$ cat src/design/sqafs_pkg.sv
package sqafs_pkg;

  ////////////////////////////////////////////////////////////////////////////
  // Geometry
  localparam int SQAFS_CHANNELS = 8;
  localparam int SQAFS_ENABLE_INPUTS = 4;
  localparam int SQAFS_PARITY_BIT = 13;

  ////////////////////////////////////////////////////////////////////////////
  // Frame encodings
  localparam logic [1:0] SQAFS_MODE_DEPLOY = 2'h1;
  localparam logic [4:0] SQAFS_ARM_PATTERN = 5'h19;
  localparam logic [4:0] SQAFS_FIRE_PATTERN = 5'h00;
  localparam logic [15:0] SQAFS_RESP_SEQ_ERR = 16'hD005;
  localparam logic [15:0] SQAFS_RESP_BUSY = 16'hD009;

  ////////////////////////////////////////////////////////////////////////////
  // Reset values
  localparam logic [1:0] SQAFS_LATCH_RESET = 2'h0;
  localparam logic [7:0] SQAFS_MASK_RESET = 8'h00;
  localparam logic [15:0] SQAFS_WORD_RESET = 16'h0000;

  ////////////////////////////////////////////////////////////////////////////
  // Timing
  localparam int SQAFS_CLK_KHZ = 200000;
  localparam int SQAFS_STRETCH_UNIT_MS = 128;
  localparam int SQAFS_FIRE_WAIT_MS = 512;
  localparam int SQAFS_STRETCH_UNIT_CYCLES =
    SQAFS_STRETCH_UNIT_MS * SQAFS_CLK_KHZ;
  localparam int SQAFS_FIRE_WAIT_CYCLES = SQAFS_FIRE_WAIT_MS * SQAFS_CLK_KHZ;

  ////////////////////////////////////////////////////////////////////////////
  // Types
  typedef struct packed {
    logic [1:0] mode;
    logic parity;
    logic [4:0] pattern;
    logic [7:0] mask;
  } sqafs_frame_t;

  typedef struct packed {
    logic owned;
    logic [15:0] word;
  } sqafs_resp_t;

  typedef enum logic [0:0] {
    SQAFS_SEQ_IDLE = 1'b0,
    SQAFS_SEQ_ARMED = 1'b1
  } sqafs_seq_t;

endpackage

$ cat src/design/sqafs_stretch.sv
module sqafs_stretch #(
  parameter int UNIT_CYCLES = sqafs_pkg::SQAFS_STRETCH_UNIT_CYCLES
) (
  input wire logic clk,
  input wire logic rst_n,
  input wire logic enable_in,
  input wire logic [1:0] latch_sel,
  output logic active
);
  import sqafs_pkg::*;

  logic [31:0] count;
  logic [31:0] reload;

  // 00 none, 01 one unit, 10 two units, 11 four units
  assign reload = (latch_sel == 2'h0) ? 32'h0 :
                  (latch_sel == 2'h1) ? 32'(UNIT_CYCLES) :
                  (latch_sel == 2'h2) ? 32'(2 * UNIT_CYCLES) :
                  32'(4 * UNIT_CYCLES);

  // The stretch holds while the input is high and runs down after it drops
  always_ff @(posedge clk or negedge rst_n) begin
    if (!rst_n) begin
      count <= 32'h0;
    end else if (enable_in) begin
      count <= reload;
    end else if (count != 32'h0) begin
      count <= count - 32'h1;
    end
  end

  assign active = enable_in | (count != 32'h0);

endmodule

$ cat src/design/sqafs_sequencer.sv
// Summary of operation
// - Frames carry odd parity over all sixteen bits, held in bit 13.
// - Arm frame: top bits 01, bits 12..8 = 11001, low byte arm mask.
// - Fire frame: top bits 01, bits 12..8 = 00000, low byte fire mask.
// - Deployment frames with any other pattern in bits 12..8 are ignored.
// - Only arm directly followed by fire, with fire enable, starts firing.
// - Any interruption voids the sequence; a new arm is needed first.
// - An intervening other command breaks it; later fire answers 0xD005.
// - Fire after fire is out of sequence, ignored, starts nothing.
// - Only channels set in both arm and fire masks are activated.
// - Firing needs fire enable, direct input or its latched stretch.
// - Deploy status goes to one on a valid fire for that channel.
// - Status clears on fire-enable wait timeout or driver switch-off.
// - Fire response low byte gives firing or waiting channels.
// - Each response goes out in the next frame, for the previous command.
// - Commands aimed at deploying channels are ignored, answered 0xD009.
// - After reset no channel is armed.
// - Four stretch timers, shared setting 0/128/256/512 ms, reset 0 ms.
module sqafs_sequencer #(
  parameter int STRETCH_UNIT_CYCLES = sqafs_pkg::SQAFS_STRETCH_UNIT_CYCLES,
  parameter int FIRE_WAIT_CYCLES = sqafs_pkg::SQAFS_FIRE_WAIT_CYCLES
) (
  input wire logic clk,
  input wire logic rst_n,
  input wire logic frame_valid,
  input wire logic [15:0] frame_word,
  input wire logic [3:0] fire_enable_channel_input,
  input wire logic [7:0] fire_done,
  input wire logic latch_load,
  input wire logic [1:0] latch_sel,
  output sqafs_pkg::sqafs_resp_t miso_resp,
  output logic [7:0] driver_on,
  output logic [7:0] deploy_status,
  output logic [7:0] armed_mask,
  output logic [1:0] latch_setting,
  output logic seq_armed
);
  import sqafs_pkg::*;

  ////////////////////////////////////////////////////////////////////////////
  // Frame decode

  sqafs_frame_t frame;
  logic parity_ok;
  logic is_deploy;
  logic is_arm;
  logic is_fire;
  logic busy_hit;
  logic arm_ok;
  logic fire_ok;
  logic [7:0] fire_set;

  sqafs_seq_t seq;
  sqafs_seq_t next_seq;
  logic [7:0] arm_mask;
  logic [7:0] next_arm_mask;

  assign frame = sqafs_frame_t'(frame_word);
  assign parity_ok = ^frame_word;
  // A corrupted word decodes as no command, yet still voids the sequence and clears the response
  assign is_deploy = parity_ok && (frame.mode == SQAFS_MODE_DEPLOY);
  assign is_arm = is_deploy && (frame.pattern == SQAFS_ARM_PATTERN);
  assign is_fire = is_deploy && (frame.pattern == SQAFS_FIRE_PATTERN);
  assign busy_hit = |(frame.mask & deploy_status);
  assign arm_ok = is_arm && !busy_hit;
  assign fire_ok = is_fire && !busy_hit && (seq == SQAFS_SEQ_ARMED);
  assign fire_set = fire_ok ? (arm_mask & frame.mask) : 8'h00;

  ////////////////////////////////////////////////////////////////////////////
  // Arm-then-fire sequence

  // Every accepted frame leaves the armed state unless it is itself a
  // good arm, so a fire is only honoured right after its arm.
  always_comb begin
    next_seq = seq;
    next_arm_mask = arm_mask;
    if (frame_valid) begin
      if (arm_ok) begin
        next_seq = SQAFS_SEQ_ARMED;
        next_arm_mask = frame.mask;
      end else begin
        next_seq = SQAFS_SEQ_IDLE;
        next_arm_mask = SQAFS_MASK_RESET;
      end
    end
  end

  always_ff @(posedge clk or negedge rst_n) begin
    if (!rst_n) begin
      seq <= SQAFS_SEQ_IDLE;
      arm_mask <= SQAFS_MASK_RESET;
    end else begin
      seq <= next_seq;
      arm_mask <= next_arm_mask;
    end
  end

  ////////////////////////////////////////////////////////////////////////////
  // Fire enable stretch

  logic [3:0] enable_active;
  logic [7:0] enable_channel;
  logic [1:0] latch_cfg;

  always_ff @(posedge clk or negedge rst_n) begin
    if (!rst_n) begin
      latch_cfg <= SQAFS_LATCH_RESET;
    end else if (latch_load) begin
      latch_cfg <= latch_sel;
    end
  end

  genvar g;
  generate
    for (g = 0; g < SQAFS_ENABLE_INPUTS; g++) begin : gen_enable
      sqafs_stretch #(
        .UNIT_CYCLES(STRETCH_UNIT_CYCLES)
      ) u_stretch (
        .clk(clk),
        .rst_n(rst_n),
        .enable_in(fire_enable_channel_input[g]),
        .latch_sel(latch_cfg),
        .active(enable_active[g])
      );
    end
    // Each enable input serves a pair of neighbouring channels
    for (g = 0; g < SQAFS_CHANNELS; g++) begin : gen_map
      assign enable_channel[g] = enable_active[g / 2];
    end
  endgenerate

  ////////////////////////////////////////////////////////////////////////////
  // Per-channel deploy state

  logic [7:0] pending;
  logic [7:0] next_pending;
  logic [7:0] next_driver;
  logic [7:0] start;
  logic [31:0] wait_cnt;
  logic wait_timeout;

  assign start = pending & enable_channel;
  assign wait_timeout = (wait_cnt == 32'h1) && !fire_ok;
  // A new fire in the same cycle as a timeout keeps its channels
  assign next_pending = (pending & ~start & {8{!wait_timeout}})
                        | fire_set;
  assign next_driver = (driver_on & ~fire_done) | start;

  always_ff @(posedge clk or negedge rst_n) begin
    if (!rst_n) begin
      wait_cnt <= 32'h0;
    end else if (fire_ok) begin
      wait_cnt <= 32'(FIRE_WAIT_CYCLES);
    end else if (wait_cnt != 32'h0) begin
      wait_cnt <= wait_cnt - 32'h1;
    end
  end

  always_ff @(posedge clk or negedge rst_n) begin
    if (!rst_n) begin
      pending <= SQAFS_MASK_RESET;
      driver_on <= SQAFS_MASK_RESET;
      deploy_status <= SQAFS_MASK_RESET;
    end else begin
      pending <= next_pending;
      driver_on <= next_driver;
      deploy_status <= next_pending | next_driver;
    end
  end

  ////////////////////////////////////////////////////////////////////////////
  // Response word

  function automatic logic [15:0] add_parity(input logic [15:0] w);
    logic [15:0] r;
    r = w;
    r[SQAFS_PARITY_BIT] = 1'b0;
    r[SQAFS_PARITY_BIT] = ~(^r);
    return r;
  endfunction

  logic [15:0] arm_word;
  logic [15:0] fire_word;
  sqafs_resp_t next_resp;

  assign arm_word = add_parity({SQAFS_MODE_DEPLOY, 1'b0, SQAFS_ARM_PATTERN,
                                frame.mask});
  // Status after this frame, so the new channels show as waiting
  assign fire_word = add_parity({SQAFS_MODE_DEPLOY, 1'b0, SQAFS_FIRE_PATTERN,
                                 next_pending | next_driver});

  always_comb begin
    next_resp = miso_resp;
    if (frame_valid) begin
      next_resp.owned = 1'b0;
      next_resp.word = SQAFS_WORD_RESET;
      if (is_arm || is_fire) begin
        next_resp.owned = 1'b1;
        if (busy_hit) begin
          next_resp.word = SQAFS_RESP_BUSY;
        end else if (is_arm) begin
          next_resp.word = arm_word;
        end else if (fire_ok) begin
          next_resp.word = fire_word;
        end else begin
          next_resp.word = SQAFS_RESP_SEQ_ERR;
        end
      end
    end
  end

  // Held until the next frame so it is shifted out during that frame
  always_ff @(posedge clk or negedge rst_n) begin
    if (!rst_n) begin
      miso_resp <= '0;
    end else begin
      miso_resp <= next_resp;
    end
  end

  ////////////////////////////////////////////////////////////////////////////
  // Observation outputs

  always_ff @(posedge clk or negedge rst_n) begin
    if (!rst_n) begin
      armed_mask <= SQAFS_MASK_RESET;
      latch_setting <= SQAFS_LATCH_RESET;
      seq_armed <= 1'b0;
    end else begin
      armed_mask <= next_arm_mask;
      latch_setting <= latch_load ? latch_sel : latch_cfg;
      seq_armed <= (next_seq == SQAFS_SEQ_ARMED);
    end
  end

endmodule

$ cat config.mk
export PLATFORM = sky130hd
export DESIGN_NAME = sqafs_sequencer
export DESIGN_NICKNAME = d
export VERILOG_FILES = /design/src/design/sqafs_pkg.sv /design/src/design/sqafs_stretch.sv /design/src/design/sqafs_sequencer.sv
export SDC_FILE = /design/constraint.sdc
export NUM_CORES = 1
export LEC_CHECK = 0
export CAP_MARGIN = 20
export CORE_MARGIN = 1.5
export CORE_UTILIZATION = 60
export DETAILED_ROUTE_END_ITERATION = 12
export DONT_BUFFER_PORTS = 1
export PLACE_DENSITY = 0.76
export RECOVER_POWER = 50
export SKIP_CTS_REPAIR_TIMING = 1
export SYNTH_ARGS = -nofsm -noshare
export SYNTH_HDL_FRONTEND = slang
export SYNTH_SLANG_ARGS = --single-unit
$ cat constraint.sdc
create_clock -name clk -period 3.9 [get_ports clk]
set_clock_uncertainty 0.05 [all_clocks]
set_input_delay 0.78 -clock clk [delete_from_list [all_inputs] [get_ports clk]]
set_output_delay 0.78 -clock clk [all_outputs]
set_load 0.03 [all_outputs]
==> results.cfg <==
[logic_synthesis]
synth-adder-area-share_pct = 2.61
synth.most_common_cell = dfrtp_1
synth_top_area_share_pct = 49.4
synthArstFlopShare_pct = 100
synth_xor_area_share_pct = 11.6
synth_largest_area_cell = dfrtp_1
synth-compound-area-share_pct = 11.0
syn_avg_cell_area_sq_um = 9.54
synth_top_family_by_area = simple AND/OR/NAND/NOR gates
yosys-mux-area-fraction_pct = 0.190
synth-simple-area-share_pct = 21.9
synth_seq_area_share_pct = 49.4
synth_warnings = 0
netlist_area_sq_um = 10500
synth_cell_types = 54
ys.flop_type = dfrtp_1
synth-seq-cells = 208
ys_top_cells_by_count = dfrtp_1, nor2_1, xnor2_1
ys_top_cells_by_area = dfrtp_1, xnor2_1, nor2_1
syn_inst = 1105
synth_edf_count = 0

[power]
swShare_pct = 29.2
p_per_area_nw_per_um2 = 532
clkPwrFrac_pct = 37.6
comb_power_share_pct = 18.1
power.switching_w = 0.00180
p_leak_nw = 4.79
p_total_w = 0.00617
p_seq_share_pct = 44.2
internal_power_w = 0.00437
ir_drop_mv = 0.652

[clocking]
clock_latency_ns = 0.53
cts_made_buffers = 24
cts_tree = yes
cts_root_buffer = clkbuf_16
clk_pin_slew_ns = 0.06
clockBufferDepth = 3
cts-htree-levels = 1
cts_num_sinks = 208

[detailed_routing]
drt-wirelength-per-cell_microns = 16.9
via_count = 8029
finalWirelength_mm = 22.8
drt.antenna.violating_nets = 0
vias_per_cell = 5.94
drc = 0
firstDrtPassIters = 5
first_iter_violations = 585

[min_path]
hold_class = input pin to asynchronous set/reset pin

[placed_design]
placed_cells = 1306
io_buffers = 0
gp_congestion = 0.891
hpwlAfterDp_mm = 15.2

[sta]
finalSetupViolCount = 0
rsz0062_at_grt = no
max_freq_ghz = 0.272
finalHoldViolCount = 128
setup_tns_ns = 0
maxSlewViolCount = 0
slew_headroom_pct = 36.9
worst_pin_slew_ns = 0.943
timing.final.crit_share_pct = 94.3
finalHoldWorstSlack_ns = -0.0829
min_period_ns = 3.68

[floorplanning]
start_util_pct = 61.1
dieWidth_microns = 136
dieArea_sq_um = 18400
rows = 48
die_h_microns = 136
ios = 78
core_sq_um = 17200

[critical_path]
reg2reg_depth = 10
critPathRequiredTime_ns = 4.26
worst-setup-path-type = flop to flop
arrival_ns = 4.03
end_kind = flop
r2r_setup_slack_ns = 0.22
startpoint_type = flop
worstPathMaxFanout = 5

[grt]
first_global_vias = 7926
overflow = 0
grt_usage_pct = 25.9
antenna_found_initial = 2
grt_max_degree = 209
grt_pass1_wl_mm = 38.5

[job]
maxCapViolations = 0

[layout]
stdcell_count = 1351
area_growth_pct = 10.1
layout.nets = 1163
drive_gt1_share_pct = 6.23

[outcome]
violations = negative hold slack
status = finished with violations
## logic make-up (layout without fill, tap and decap cells)
group | Yosys count | count (layout)
mux | 2 | 2
compound gates | 192 | 192
simple gates | 456 | 456
flops | 208 | 208
buf+inv | 87 | 105
fa+ha+maj | 22 | 22
xor+xnor | 137 | 137
other cells | 1 | 4
## final timing paths
check | from | endpoint
max in group asynchronous | rst_n | gen_enable[1].u_stretch.count[8]$_DFFE_PN0P_
worst min-delay path | rst_n | gen_enable[3].u_stretch.count[4]$_DFFE_PN0P_
min in group clk | fire_enable_channel_input[2] | gen_enable[2].u_stretch.count[12]$_DFFE_PN0P_
worst max-delay path | gen_enable[1].u_stretch.count[16]$_DFFE_PN0P_ | miso_resp[13]$_DFFE_PN0P_
worst min register to register | wait_cnt[26]$_DFFE_PN0P_ | wait_cnt[26]$_DFFE_PN0P_
worst max register to register | gen_enable[1].u_stretch.count[16]$_DFFE_PN0P_ | miso_resp[13]$_DFFE_PN0P_
## placed cells by master (no fill, tap or decap), types with 14 or more instances in the layout
master,count
clkbuf_16,24
nor4_1,36
buf_4,14
or3_1,37
or4_1,22
a21oi_1,35
nor3_1,50
inv_1,48
nand2b_1,15
ha_1,22
nor2_1,142
xnor2_1,92
dfrtp_1,208
nand3_1,20
nand2_1,82
o21ai_0,89
xor2_1,43
## power by group through the flow
stage                     registers (W)  clock network (W)  logic [W]
after floorplan                 0.00269                  0   0.000939
after global placement          0.00274                  0    0.00107
after detailed placement        0.00275                  0    0.00110
after CTS                       0.00272            0.00236    0.00112
after global routing            0.00277            0.00244    0.00127
final                           0.00273            0.00232    0.00112
## worst max-delay path, cell delays in order (launching register included)
cell and delay [ns]:
dfrtp_1 0.41, or4_4 0.55, or3_1 0.40, or4_4 0.45, or4_4 0.60, a211oi_4 0.23, o21ai_1 0.16, nand2b_1 0.10
o311ai_1 0.11, xnor3_1 0.40, o221ai_2 0.09
## per-stage QoR
| step | utilization (%) | area, sq um | hold WS (ns) | setup WS (ns) |
|---|---|---|---|---|
| floorplan | - | 10500 | 0.433 | 0.324 |
| global placement | 62.5 | 10800 | 0.445 | 0.351 |
| detailed placement | 62.5 | 10800 | 0.446 | 0.266 |
| CTS | 67.3 | 11600 | -0.102 | 0.254 |
| global route | 67.3 | 11600 | -0.115 | 0.0770 |
| finish | 67.3 | 11600 | -0.0829 | 0.223 |
## state kept, by name, summed over array words and instances, names as in the netlist
signal	count
pending	8
miso_resp	13
deploy_status	8
gen_enable.u_stretch.count	128
driver_on	8
seq_armed	1
armed_mask	8
latch_setting	2
wait_cnt	32
## routing by layer
layer	global-route usage [%]	vias up	wire, microns
met5	0	-	0
met4	8.60	0	548
met3	6.06	47	1450
met2	40.2	220	10500
met1	36.2	3900	10400
li1	-	3862	-
## area by class of cell
| cell class | count | area (sq um) |
|---|---|---|
| Fill cell | 1300 | 5630 |
| Sequential cell | 208 | 5200 |
| Multi-Input combinational cell | 811 | 4990 |
| Clock buffer | 31 | 677 |
| Tap cell | 225 | 282 |
| Inverter | 48 | 180 |
| Clock inverter | 12 | 155 |
| Timing Repair Buffer | 14 | 105 |
| Antenna cell | 2 | 5.00 |
No activity file was read; power rests on OpenSTA's default activity.
